===== config.mk =====
export PLATFORM = sky130hd
export DESIGN_NAME = fbp_host
export DESIGN_NICKNAME = d
export VERILOG_FILES = /design/src/design/fbp_pkg.sv /design/src/design/fbp_timer.sv /design/src/design/fbp_host.sv
export VERILOG_INCLUDE_DIRS = /design/src /design/src/design
export SDC_FILE = /design/constraint.sdc
export NUM_CORES = 1
export LEC_CHECK = 0
export BUFFER_PORTS_ARGS = -buffer_cell sky130_fd_sc_hd__buf_2
export CORE_ASPECT_RATIO = 1.75
export CORE_MARGIN = 2
export CORE_UTILIZATION = 40
export CTS_CLUSTER_DIAMETER = 150
export DETAILED_ROUTE_END_ITERATION = 10
export GPL_TIMING_DRIVEN = 0
export PLACE_DENSITY = 0.62
export SYNTH_ARGS = -nofsm -noshare
export SYNTH_HDL_FRONTEND = slang
export SYNTH_SLANG_ARGS = --single-unit

===== constraint.sdc =====
create_clock -name ref_clk_in -period 2.1 [get_ports ref_clk_in]
set_input_delay 0.42 -clock ref_clk_in [delete_from_list [all_inputs] [get_ports ref_clk_in]]
set_output_delay 0.42 -clock ref_clk_in [all_outputs]
set_load 0.01 [all_outputs]

===== src/design/fbp_defines.svh =====
// Constants for the flash bus-operation and sector-protect host controller.
// What this block does
// - Read data only while chip select and output gate both low.
// - Write cycle only with chip select and write strobe low, gate high.
// - Id read: id line at high voltage, bits one and six low; bit zero picks code.
// - Protect: id line and gate at high voltage, strobe low for 100 us.
// - Host skips an unprotect unless it has protected every sector since reset or the last unprotect.
// - Unprotect: id, gate, select high voltage; bits six, twelve, sector high; 10 ms.
// - Unprotect verify reads 00h per sector; the bench checks all 8 sectors.
`ifndef FBP_DEFINES_SVH
`define FBP_DEFINES_SVH
`define FBP_SECTORS         8
`define FBP_ADDR_W          19
`define FBP_BIT_ONE         1
`define FBP_BIT_SIX         6
`define FBP_BIT_TWELVE      12
`define FBP_SECT_LSB        16
`define FBP_PROT_YES        8'h01
`define FBP_PROT_NO         8'h00
`define FBP_CLK_NS          100
`define FBP_PROTECT_NS      100000
`define FBP_UNPROTECT_NS    10000000
`define FBP_PROTECT_CYC     ((`FBP_PROTECT_NS + `FBP_CLK_NS - 1) / `FBP_CLK_NS)
`define FBP_UNPROTECT_CYC   ((`FBP_UNPROTECT_NS + `FBP_CLK_NS - 1) / `FBP_CLK_NS)
`define FBP_SETUP_CYC       2
`define FBP_READ_CYC        2
`endif


===== src/design/fbp_pkg.sv =====
// Types shared by the flash bus-operation host controller.
`default_nettype none
package fbp_pkg;
    // Operations the user may request.
    typedef enum logic [2:0] {
        FBP_OP_READ,
        FBP_OP_WRITE,
        FBP_OP_ID_READ,
        FBP_OP_PROTECT,
        FBP_OP_PROT_CHECK,
        FBP_OP_UNPROTECT
    } fbp_op_t;

    // Pins toward the flash, with separate high-voltage qualifiers.
    typedef struct packed {
        logic        cs_n;
        logic        oe_n;
        logic        we_n;
        logic        cs_hv;
        logic        oe_hv;
        logic        id_hv;
        logic [18:0] addr;
        logic [7:0]  dq_o;
        logic        dq_oe;
    } fbp_pins_t;

    // One request from the user side.
    typedef struct packed {
        fbp_op_t     op;
        logic [18:0] addr;
        logic [7:0]  data;
    } fbp_req_t;
endpackage
`default_nettype wire


===== src/design/fbp_timer.sv =====
// Down counter that marks the end of a timed phase.
`default_nettype none
module fbp_timer #(
    parameter int W = 17
) (
    // Clock and reset.
    input  wire logic         ref_clk_in,
    input  wire logic         rstn_in,
    // Control.
    input  wire logic         load_in,
    input  wire logic [W-1:0] count_in,
    output logic              done_out
);
    logic [W-1:0] remain;

    // Loading restarts the count; done stays high once it reaches zero.
    always_ff @(posedge ref_clk_in or negedge rstn_in) begin
        if (!rstn_in) begin
            remain <= '0;
        end else if (load_in) begin
            remain <= count_in;
        end else if (remain != '0) begin
            remain <= remain - 1'b1;
        end
    end

    assign done_out = (remain == '0) && !load_in;
endmodule
`default_nettype wire


===== src/design/fbp_host.sv =====
// Host controller that drives the flash pins for bus and protection operations.
`include "fbp_defines.svh"
`default_nettype none
module fbp_host #(
    parameter int PROTECT_CYC   = `FBP_PROTECT_CYC,
    parameter int UNPROTECT_CYC = `FBP_UNPROTECT_CYC
) (
    // Clock and reset.
    input  wire logic             ref_clk_in,
    input  wire logic             rstn_in,
    // User request and answer.
    input  wire logic             req_valid_in,
    input  wire fbp_pkg::fbp_req_t req_in,
    output logic                  req_ready_out,
    output logic                  rsp_valid_out,
    output logic [7:0]            rsp_data_out,
    // Flash pins.
    output var fbp_pkg::fbp_pins_t pins_out,
    input  wire logic [7:0]       dq_in
);
    localparam int TW = 17;

    typedef enum logic [2:0] {
        FBP_IDLE,
        FBP_SETUP,
        FBP_STROBE,
        FBP_SAMPLE,
        FBP_RELEASE
    } fbp_state_t;

    fbp_state_t        state;
    fbp_pkg::fbp_req_t cur;
    fbp_pkg::fbp_pins_t pins;
    logic [2:0]        cnt;
    logic              tmr_load;
    logic [TW-1:0]     tmr_count;
    logic              tmr_done;
    logic              is_read;
    logic [`FBP_SECTORS-1:0] prot_seen;
    logic [TW-1:0]     low_cnt;

    // Protect and unprotect pulses are long, so they share one counter.
    fbp_timer #(.W(TW)) u_timer (
        .ref_clk_in (ref_clk_in),
        .rstn_in    (rstn_in),
        .load_in    (tmr_load),
        .count_in   (tmr_count),
        .done_out   (tmr_done)
    );

    assign is_read = (cur.op == fbp_pkg::FBP_OP_READ) || (cur.op == fbp_pkg::FBP_OP_ID_READ)
                  || (cur.op == fbp_pkg::FBP_OP_PROT_CHECK);
    assign req_ready_out = (state == FBP_IDLE);
    assign pins_out = pins;
    assign tmr_load = (state == FBP_SETUP) && (cnt == 3'h0) && !is_read
                   && (cur.op != fbp_pkg::FBP_OP_WRITE);
    assign tmr_count = (cur.op == fbp_pkg::FBP_OP_UNPROTECT) ? TW'(UNPROTECT_CYC)
                                                             : TW'(PROTECT_CYC);

    // Sequencer: setup, strobe or read window, then release back to idle.
    always_ff @(posedge ref_clk_in or negedge rstn_in) begin
        if (!rstn_in) begin
            state <= FBP_IDLE;
            cnt   <= 3'h0;
            cur   <= '0;
        end else begin
            case (state)
                FBP_IDLE: begin
                    if (req_valid_in) begin
                        cur   <= req_in;
                        cnt   <= 3'(`FBP_SETUP_CYC);
                        state <= FBP_SETUP;
                    end
                end
                FBP_SETUP: begin
                    if (cnt != 3'h0) begin
                        cnt <= cnt - 3'h1;
                    end else if (is_read) begin
                        cnt   <= 3'(`FBP_READ_CYC);
                        state <= FBP_SAMPLE;
                    end else if ((cur.op == fbp_pkg::FBP_OP_UNPROTECT) && !(&prot_seen)) begin
                        state <= FBP_RELEASE;
                    end else begin
                        cnt   <= 3'(`FBP_SETUP_CYC);
                        state <= FBP_STROBE;
                    end
                end
                FBP_STROBE: begin
                    // Plain writes use a short pulse; protection waits for the timer.
                    if (cur.op == fbp_pkg::FBP_OP_WRITE) begin
                        if (cnt != 3'h0) cnt <= cnt - 3'h1;
                        else state <= FBP_RELEASE;
                    end else if (tmr_done) begin
                        state <= FBP_RELEASE;
                    end
                end
                FBP_SAMPLE: begin
                    if (cnt != 3'h0) cnt <= cnt - 3'h1;
                    else state <= FBP_RELEASE;
                end
                FBP_RELEASE: state <= FBP_IDLE;
                default: state <= FBP_IDLE;
            endcase
        end
    end

    // Pin levels per operation; the data bus is released before any read.
    always_ff @(posedge ref_clk_in or negedge rstn_in) begin
        if (!rstn_in) begin
            pins <= '{cs_n: 1'b1, oe_n: 1'b1, we_n: 1'b1, default: '0};
        end else begin
            pins <= '{cs_n: 1'b1, oe_n: 1'b1, we_n: 1'b1, default: '0};
            if (state == FBP_SETUP || state == FBP_STROBE || state == FBP_SAMPLE) begin
                pins.addr <= cur.addr;
                case (cur.op)
                    fbp_pkg::FBP_OP_READ: begin
                        pins.cs_n <= 1'b0;
                        pins.oe_n <= (state != FBP_SAMPLE) && !(state == FBP_SETUP);
                    end
                    fbp_pkg::FBP_OP_WRITE: begin
                        // Gate stays high and data drives before the strobe falls.
                        pins.cs_n  <= 1'b0;
                        pins.dq_o  <= cur.data;
                        pins.dq_oe <= 1'b1;
                        pins.we_n  <= (state != FBP_STROBE) || (cnt == 3'h0);
                    end
                    fbp_pkg::FBP_OP_ID_READ, fbp_pkg::FBP_OP_PROT_CHECK: begin
                        pins.cs_n  <= 1'b0;
                        pins.oe_n  <= 1'b0;
                        pins.id_hv <= 1'b1;
                        pins.addr[`FBP_BIT_SIX] <= 1'b0;
                        if (cur.op == fbp_pkg::FBP_OP_ID_READ) begin
                            pins.addr[`FBP_BIT_ONE] <= 1'b0;
                        end else begin
                            pins.addr[`FBP_BIT_ONE] <= 1'b1;
                        end
                    end
                    fbp_pkg::FBP_OP_PROTECT: begin
                        pins.cs_n  <= 1'b0;
                        pins.id_hv <= 1'b1;
                        pins.oe_hv <= 1'b1;
                        // The strobe rises a cycle before the high voltage drops, so the
                        // device still sees protect levels when the pulse ends.
                        pins.we_n  <= (state != FBP_STROBE) || tmr_done;
                    end
                    fbp_pkg::FBP_OP_UNPROTECT: begin
                        pins.cs_hv <= 1'b1;
                        pins.id_hv <= 1'b1;
                        pins.oe_hv <= 1'b1;
                        pins.addr[`FBP_BIT_SIX]    <= 1'b1;
                        pins.addr[`FBP_BIT_TWELVE] <= 1'b1;
                        pins.addr[`FBP_SECT_LSB]   <= 1'b1;
                        pins.we_n  <= (state != FBP_STROBE) || tmr_done;
                    end
                    default: ;
                endcase
            end
        end
    end

    // Sectors protected since reset or the last unprotect; a part protected before reset is unknown here,
    // so it must be protected again before this block will unprotect it.
    always_ff @(posedge ref_clk_in or negedge rstn_in) begin
        if (!rstn_in) begin
            prot_seen <= '0;
        end else if (state == FBP_STROBE && tmr_done) begin
            if (cur.op == fbp_pkg::FBP_OP_PROTECT) begin
                prot_seen[cur.addr[`FBP_SECT_LSB +: 3]] <= 1'b1;
            end else if (cur.op == fbp_pkg::FBP_OP_UNPROTECT) begin
                prot_seen <= '0;
            end
        end
    end

    // Length of the current strobe pulse in cycles, held at its top value.
    always_ff @(posedge ref_clk_in or negedge rstn_in) begin
        if (!rstn_in) begin
            low_cnt <= '0;
        end else if (pins.we_n) begin
            low_cnt <= '0;
        end else if (low_cnt != '1) begin
            low_cnt <= low_cnt + TW'(1);
        end
    end

    // Read data is sampled at the end of the window, while gate is low.
    always_ff @(posedge ref_clk_in or negedge rstn_in) begin
        if (!rstn_in) begin
            rsp_data_out  <= 8'h00;
            rsp_valid_out <= 1'b0;
        end else begin
            rsp_valid_out <= 1'b0;
            if (state == FBP_SAMPLE && cnt == 3'h0) begin
                rsp_data_out  <= dq_in;
                rsp_valid_out <= 1'b1;
            end
        end
    end

    // Bus contention guard: never drive data while the gate is low.
    property p_no_contention;
        @(posedge ref_clk_in) disable iff (!rstn_in)
        pins.dq_oe |-> pins.oe_n && !pins.oe_hv;
    endproperty
    a_no_contention: assert property (p_no_contention)
        else $error("Data driven with gate low.");

    property p_write_levels;
        @(posedge ref_clk_in) disable iff (!rstn_in)
        !pins.we_n && !pins.oe_hv && !pins.cs_hv |-> !pins.cs_n && pins.oe_n;
    endproperty
    a_write_levels: assert property (p_write_levels)
        else $error("Bad write levels.");

    property p_read_levels;
        @(posedge ref_clk_in) disable iff (!rstn_in)
        rsp_valid_out |-> $past(!pins.cs_n && !pins.oe_n);
    endproperty
    a_read_levels: assert property (p_read_levels)
        else $error("Read sampled off window.");

    property p_protect_hv;
        @(posedge ref_clk_in) disable iff (!rstn_in)
        !pins.we_n && pins.oe_hv |-> pins.id_hv;
    endproperty
    a_protect_hv: assert property (p_protect_hv)
        else $error("Protect without id voltage.");

    property p_unprotect_bits;
        @(posedge ref_clk_in) disable iff (!rstn_in)
        pins.cs_hv |-> pins.addr[`FBP_BIT_SIX] && pins.addr[`FBP_BIT_TWELVE] && pins.oe_hv;
    endproperty
    a_unprotect_bits: assert property (p_unprotect_bits)
        else $error("Unprotect bits wrong.");

    property p_id_bits;
        @(posedge ref_clk_in) disable iff (!rstn_in)
        pins.id_hv && !pins.oe_n |-> !pins.addr[`FBP_BIT_SIX] && pins.we_n;
    endproperty
    a_id_bits: assert property (p_id_bits)
        else $error("Id read bits wrong.");

    property p_pulse_len;
        @(posedge ref_clk_in) disable iff (!rstn_in)
        $fell(pins.we_n) && pins.oe_hv |-> !pins.we_n [*8];
    endproperty
    a_pulse_len: assert property (p_pulse_len)
        else $error("Protect pulse too short.");

    // The full pulse time is counted, since a repetition cannot reach it.
    property p_pulse_time;
        @(posedge ref_clk_in) disable iff (!rstn_in)
        $rose(pins.we_n) && pins.oe_hv
            |-> low_cnt >= (pins.cs_hv ? TW'(UNPROTECT_CYC) : TW'(PROTECT_CYC));
    endproperty
    a_pulse_time: assert property (p_pulse_time)
        else $error("High voltage pulse ended early.");

    property p_unprotect_order;
        @(posedge ref_clk_in) disable iff (!rstn_in)
        $fell(pins.we_n) && pins.cs_hv |-> &prot_seen;
    endproperty
    a_unprotect_order: assert property (p_unprotect_order)
        else $error("Unprotect before all sectors protected.");

    property p_hv_exclusive;
        @(posedge ref_clk_in) disable iff (!rstn_in)
        pins.oe_hv |-> pins.oe_n;
    endproperty
    a_hv_exclusive: assert property (p_hv_exclusive)
        else $error("Gate low at high voltage.");

    c_read: cover property (@(posedge ref_clk_in) rsp_valid_out);
    c_protect: cover property (@(posedge ref_clk_in) $rose(pins.we_n) && pins.oe_hv && !pins.cs_hv);
    c_unprotect: cover property (@(posedge ref_clk_in) $rose(pins.we_n) && pins.cs_hv);
endmodule
`default_nettype wire


==> results_dict.tcl, run 1 <==
set metrics [dict create \
    cap_viol_max_count 0 \
    synth_edf_count 0 \
    area_delta_synth_final_pct 26.2 \
    dr.pass1.iters 4 \
    overflow 0 \
    routed_via_density 5.17 \
    dr_wl_met2_um 5240 \
    row_count 50 \
    cts_max_path_buffers 2 \
    timing.final.crit_share_pct 103 \
    track_usage_pct 17.1 \
    wl_per_cell_um 15.8 \
    drt_iter0_markers 210 \
    syn_nets 421 \
    rsz0062_at_grt "yes" \
    die_h_um 143 \
    cp_max_fo 6 \
    cp_top_family "simple AND/OR/NAND/NOR gates" \
    maxSlewHeadroom_pct 49.2 \
    ys_seq_area_share_pct 59.1 \
    gp_congestion 0.834 \
    grt_max_degree 60 \
    cp.buffers_inverters 1 \
    place_ws_ns -0.181 \
    maxSlewViolCount 0 \
    antenna_found_initial 0 \
    status "finished with violations" \
    cts_tree "built" \
    seqPwrFrac_pct 40.5 \
    nets 528 \
    clkLatencyLatePin_ns 0.35 \
    startpoint_type "flop" \
    synth_cell_types 54 \
    fin_ws_ns -0.0540 \
    totalWireLength_um 9780 \
    cp_cell_sequence "inv_2 -> ha_4 -> or4b_4 -> or4_4 -> nor2_8 -> a311oi_2 -> a41oi_2" \
    combPwrFrac_pct 38.6 \
    cellInternalPower_mw 5.30 \
    peakVddDrop_uv 915 \
    grt_pass1_vias 3373 \
    wl_met1_um 3830 \
    yosysTopAreaCell "dfrtp_1" \
    final_common_cell "dfrtp_1" \
    layout_min_cycle_time_ns 2.15 \
    violations "setup timing" \
    htreeDepth 3 \
    ys_ff_latch 104 \
    cts_made_buffers 9 \
    fin_util_pct 52.0 \
    yosysWarnings 0 \
    dpl.hpwl_um 7080 \
    die_x_um 83.4 \
    power.total_mw 8.32 \
    cts_sinks 104 \
    ios 85 \
    grt_pass1_wl_um 16100 \
    mostFrequentLayoutCells "dfrtp_1 (101), buf_2 (88), nor2_1 (28), mux2_1 (26), a21oi_1 (21)" \
    cpPeakStageDelay_ns 0.49 \
    async_reset_ff_share_pct 100 \
    min_path_type "in -> async" \
    wl_met3_um 361 \
    switching_share_pct 36.3 \
    netlist.area_leader.share_pct 57.3 \
    crit_slowest_cell "or4_4" \
    start_util_pct 41.2 \
    clk_pin_slew_worst_paths_ns 0.07 \
    syn_area_um2 4410 \
    cts_root_buf "clkbuf_16" \
    crit_arrival_ns 2.42 \
    dpl.cell_count 591 \
    num_vias 3194 \
    fin_cells 618 \
    p_clk_share_pct 20.9 \
    antenna_cells 0 \
    hold_violations 0 \
    core_um2 10700 \
    ant_nets 0 \
    p_sw_mw 3.02 \
    cp.required_ns 2.37 \
    p_leak_nw 2.62 \
    numPortBuffers 84 \
    syn_avg_cell_area_um2 11.7 \
    cp-end-kind "flop" \
    finalSetupViolCount 1 \
    top_layer "met4" \
    worst_pin_slew_ns 0.762 \
    path_class "reg -> reg" \
    synth_area_leaders "dfrtp_1 (57%), mux2_1 (6.6%), nor2_1 (3.1%)" \
    drive_gt1_share_pct 35.0 \
    drc 0 \
    clock_skew_ns 0.00565 \
    syn_inst 376 \
    synth_ff_type "dfrtp_1" \
    powerDensity_nw_per_um2 1500 \
    regToRegSetupSlack_ns -0.05 \
    fmax_mhz 464 \
    die_area_um2 11900 \
]
[Yosys cell counts (all sizes together), types with 6 or more instances]
cell type,n
nor4,6
o21ai,15
inv,8
mux2,37
nand2,19
dfrtp,101
a21oi,22
nor2,38
xnor2,11
and2,17
clkbuf,12
and3,11
nor3,14
[layer usage]
metal	up-vias	track usage (%)
met5	-	0
met3	24	2.72
met2	88	31.2
met1	1554	18.7
met4	0	10.0
li1	1528	-
[stage by stage]
step | cell area, um^2 | setup TNS [ns] | hold WS (ns)
global placement | 4990 | -56.02 | 0.452
finish | 5560 | -0.0540 | 0.134
detailed placement | 5020 | -5.28 | 0.460
global route | 5560 | -0.692 | 0.203
floorplan | 4410 | 0 | 0.124
CTS | 5460 | -0.259 | 0.165
[logic make-up after synthesis]
logic type	after synthesis	synth area share, %
XOR/XNOR	12	2.38
buffers and inverters	25	2.24
AO/OA/AOI/OAI	53	7.01
multiplexers	38	9.68
flip-flops	104	59.1
adder cells (fa/ha/maj)	4	1.14
AND/OR/NAND/NOR	140	18.4
[layout make-up]
| type | instances | area [um^2] |
|---|---|---|
| multi-input cells | 247 | 1820 |
| repair buffers | 96 | 557 |
| flip-flops and latches | 104 | 2610 |
| well taps | 130 | 163 |
| plain buffers | 17 | 76.3 |
| inverters | 8 | 30.0 |
| clock inverters | 6 | 75.1 |
| fillers | 940 | 5130 |
| clock buffers | 10 | 239 |
[path summary, 6_finish.rpt]
kind                                   startpoint           end  cells past startpoint
worst max-delay path            u_timer.remain[1]  pins_out[31]                      7
worst min-delay path                      rstn_in  pins_out[22]                      1
worst max register to register  u_timer.remain[1]  pins_out[31]                      7
worst min register to register             cur[7]        cur[7]                      1
max in group asynchronous                 rstn_in  pins_out[32]                      2
min in group ref_clk_in                req_in[26]       cur[26]                      3
[flip-flops by register name (all words and copies together) (netlist names)]
register,flops
pins_out,34
prot_seen,8
state,3
u_timer.remain,17
cnt,3
cur,30
rsp_data_out,8
rsp_valid_out,1
[power by group through the flow]
stage / Sequential [mW] / Clock (mW) / Combinational, mW
finish: 3.37 / 1.74 / 3.21
CTS: 3.36 / 1.78 / 3.18
global route: 3.48 / 1.85 / 3.56
floorplan: 3.44 / 0 / 1.93
detailed placement: 3.38 / 0 / 3.03
global placement: 3.35 / 0 / 2.94
[repair_timing]
action | in CTS | in global routing
setup endpoints to repair | 43 | 43
setup buffers | 9 | 2
resized for setup | 13 | 30
hold buffers | 0 | 0
pin swaps | 10 | 9
Power figures use the tool's default switching activity.
==> run 2: changes to the inputs <==
PLACE_DENSITY = 0.6   (was 0.62)
clock period = 2.7 ns   (was 2.1 ns; I/O delays follow)
==> run 2 against run 1 <==
Largest cell class unchanged. First-iteration DRC count down 39%. Sequential share of layout area up 2.3 points. Non-clock buffer count is 11 lower. Utilization is 2.4 points lower. Die area did not move. Via count fell by 2.4%. Routed wire length fell by 2.0%. Global-route usage up 0.25 points. The flow now finishes without violations.
==> results_dict.tcl, run 2 (synthesis results as in run 1) <==
set metrics [dict create \
    worst_pin_slew_ns 0.806 \
    grt_max_degree 61 \
    status "completed" \
    grt_pass1_wl_um 16300 \
    die_area_um2 11900 \
    cts_resized 0 \
    ios 85 \
    hold_violations 0 \
    fin_cells 607 \
    antenna_cells 0 \
    cts.hold.buffers_added 0 \
    cts_tree "built" \
    nets 517 \
    track_usage_pct 17.4 \
    cp.required_ns 2.93 \
    peakVddDrop_uv 580 \
    dr.pass1.iters 4 \
    min_path_type "in -> async" \
    cp_max_fo 10 \
    drt_iter0_markers 129 \
    crit_arrival_ns 2.57 \
    cp-end-kind "flop" \
    area_delta_synth_final_pct 20.3 \
    totalWireLength_um 9580 \
    fmax_mhz 427 \
    rsz0062_at_grt "no" \
    clk_pin_slew_worst_paths_ns 0.07 \
    overflow 0 \
    layout_min_cycle_time_ns 2.34 \
    fillCellCount 994 \
    grt_pass1_vias 3309 \
    postCtsSetupRepairBufs 0 \
    timing.rr.start "u_timer.remain[0]" \
    path_class "reg -> reg" \
    maxSlewHeadroom_pct 46.1 \
    powerDensity_nw_per_um2 1160 \
    maxSlewViolCount 0 \
    drive_gt1_share_pct 27.0 \
    start_util_pct 41.2 \
    ant_nets 0 \
    cts_sinks 104 \
    final_common_cell "dfrtp_1" \
    mostFrequentLayoutCells "dfrtp_1 (101), buf_2 (87), nor2_1 (37), mux2_1 (26), a21oi_1 (22)" \
    fin_util_pct 49.6 \
    cts_max_path_buffers 2 \
    finalSetupViolCount 0 \
    wl_per_cell_um 15.8 \
    dpl.hpwl_um 7190 \
    reg2reg_to "u_timer.remain[15]" \
    clkLatencyLatePin_ns 0.34 \
    routed_via_density 5.14 \
    regToRegSetupSlack_ns 0.36 \
    drc 0 \
    startpoint_type "flop" \
    dpl.cell_count 591 \
    num_vias 3118 \
    r2r_cells 7 \
    die_x_um 83.4 \
    antenna_found_initial 0 \
    largest_reg_flops 34 \
    cts_root_buf "clkbuf_16" \
    clock_skew_ns 0.0104 \
    die_h_um 143 \
    gp_congestion 0.796 \
    p_leak_nw 2.51 \
    cts_made_buffers 9 \
    cap_viol_max_count 0 \
    numPortBuffers 84 \
    timing.final.crit_share_pct 86.8 \
    row_count 50 \
    htreeDepth 3 \
    core_um2 10700 \
]
==> run 2: changes by cell type in the layout (fill, tap and decap cells not counted), moves of 3 or more <==
cell | before | now
nor2_1 | 28 | 37
clkbuf_1 | 7 | 13
nor2_2 | 6 | 0
nor2_4 | 3 | 0
buf_4 | 8 | 1
buf_6 | 3 | 0
clkbuf_2 | 5 | 0
==> run 2: cell type report <==
cell class,instances,area (um^2),share of cell area [%]
buffer,17,68.8,1.30
timing repair buffer,85,450,8.49
clock inverter,6,51.3,0.967
tap,130,163,3.07
clock buffer,10,229,4.32
sequential,104,2610,49.2
inverter,8,30.0,0.566
multi-input combinational,247,1700,32.1
==> run 2: power by group <==
group / switching [mW] / internal (mW)
combinational: 1.30 / 1.02
sequential: 0.380 / 2.23
clock: 0.594 / 0.639
total: 2.27 / 3.89
==> run 2: worst max path at each step <==
stage	depth (start not counted)	from	slack, ns	end
after global placement	1	rstn_in	-0.08	pins_out[11]
after CTS	7	u_timer.remain[0]	0.38	u_timer.remain[15]
final	7	u_timer.remain[0]	0.36	u_timer.remain[15]
after detailed placement	6	req_valid_in	0.30	cur[10]
after global routing	7	u_timer.remain[0]	0.23	u_timer.remain[15]
after floorplan	6	u_timer.remain[0]	0.65	prot_seen[0]
==> run 2: critical path, stage by stage (launching register included) <==
cell	delay [ns]
dfrtp_1	0.38
inv_1	0.12
ha_1	0.22
or4b_4	0.50
nor4_4	0.42
nand2_1	0.27
o21ai_1	0.23
nor3_1	0.08
==> run 2: per-layer routing <==
| layer | track usage, % | share of wire, % |
|---|---|---|
| met1 | 19.6 | 39 |
| met5 | 0 | 0 |
| met4 | 9.23 | 2.6 |
| met2 | 30.5 | 53 |
| met3 | 3.93 | 4.7 |
==> run 2: metrics by stage <==
stage	power [mW]	instance area [um^2]	setup WS (ns)	TNS, ns	hold WS [ns]
floorplan	4.18	4410	0.651	0	0.244
global placement	4.90	4990	-0.0811	-6.97	0.452
detailed placement	4.99	5020	0.304	0	0.458
CTS	6.24	5300	0.383	0	0.219
global route	6.62	5300	0.233	0	0.250
finish	6.16	5300	0.357	0	0.209
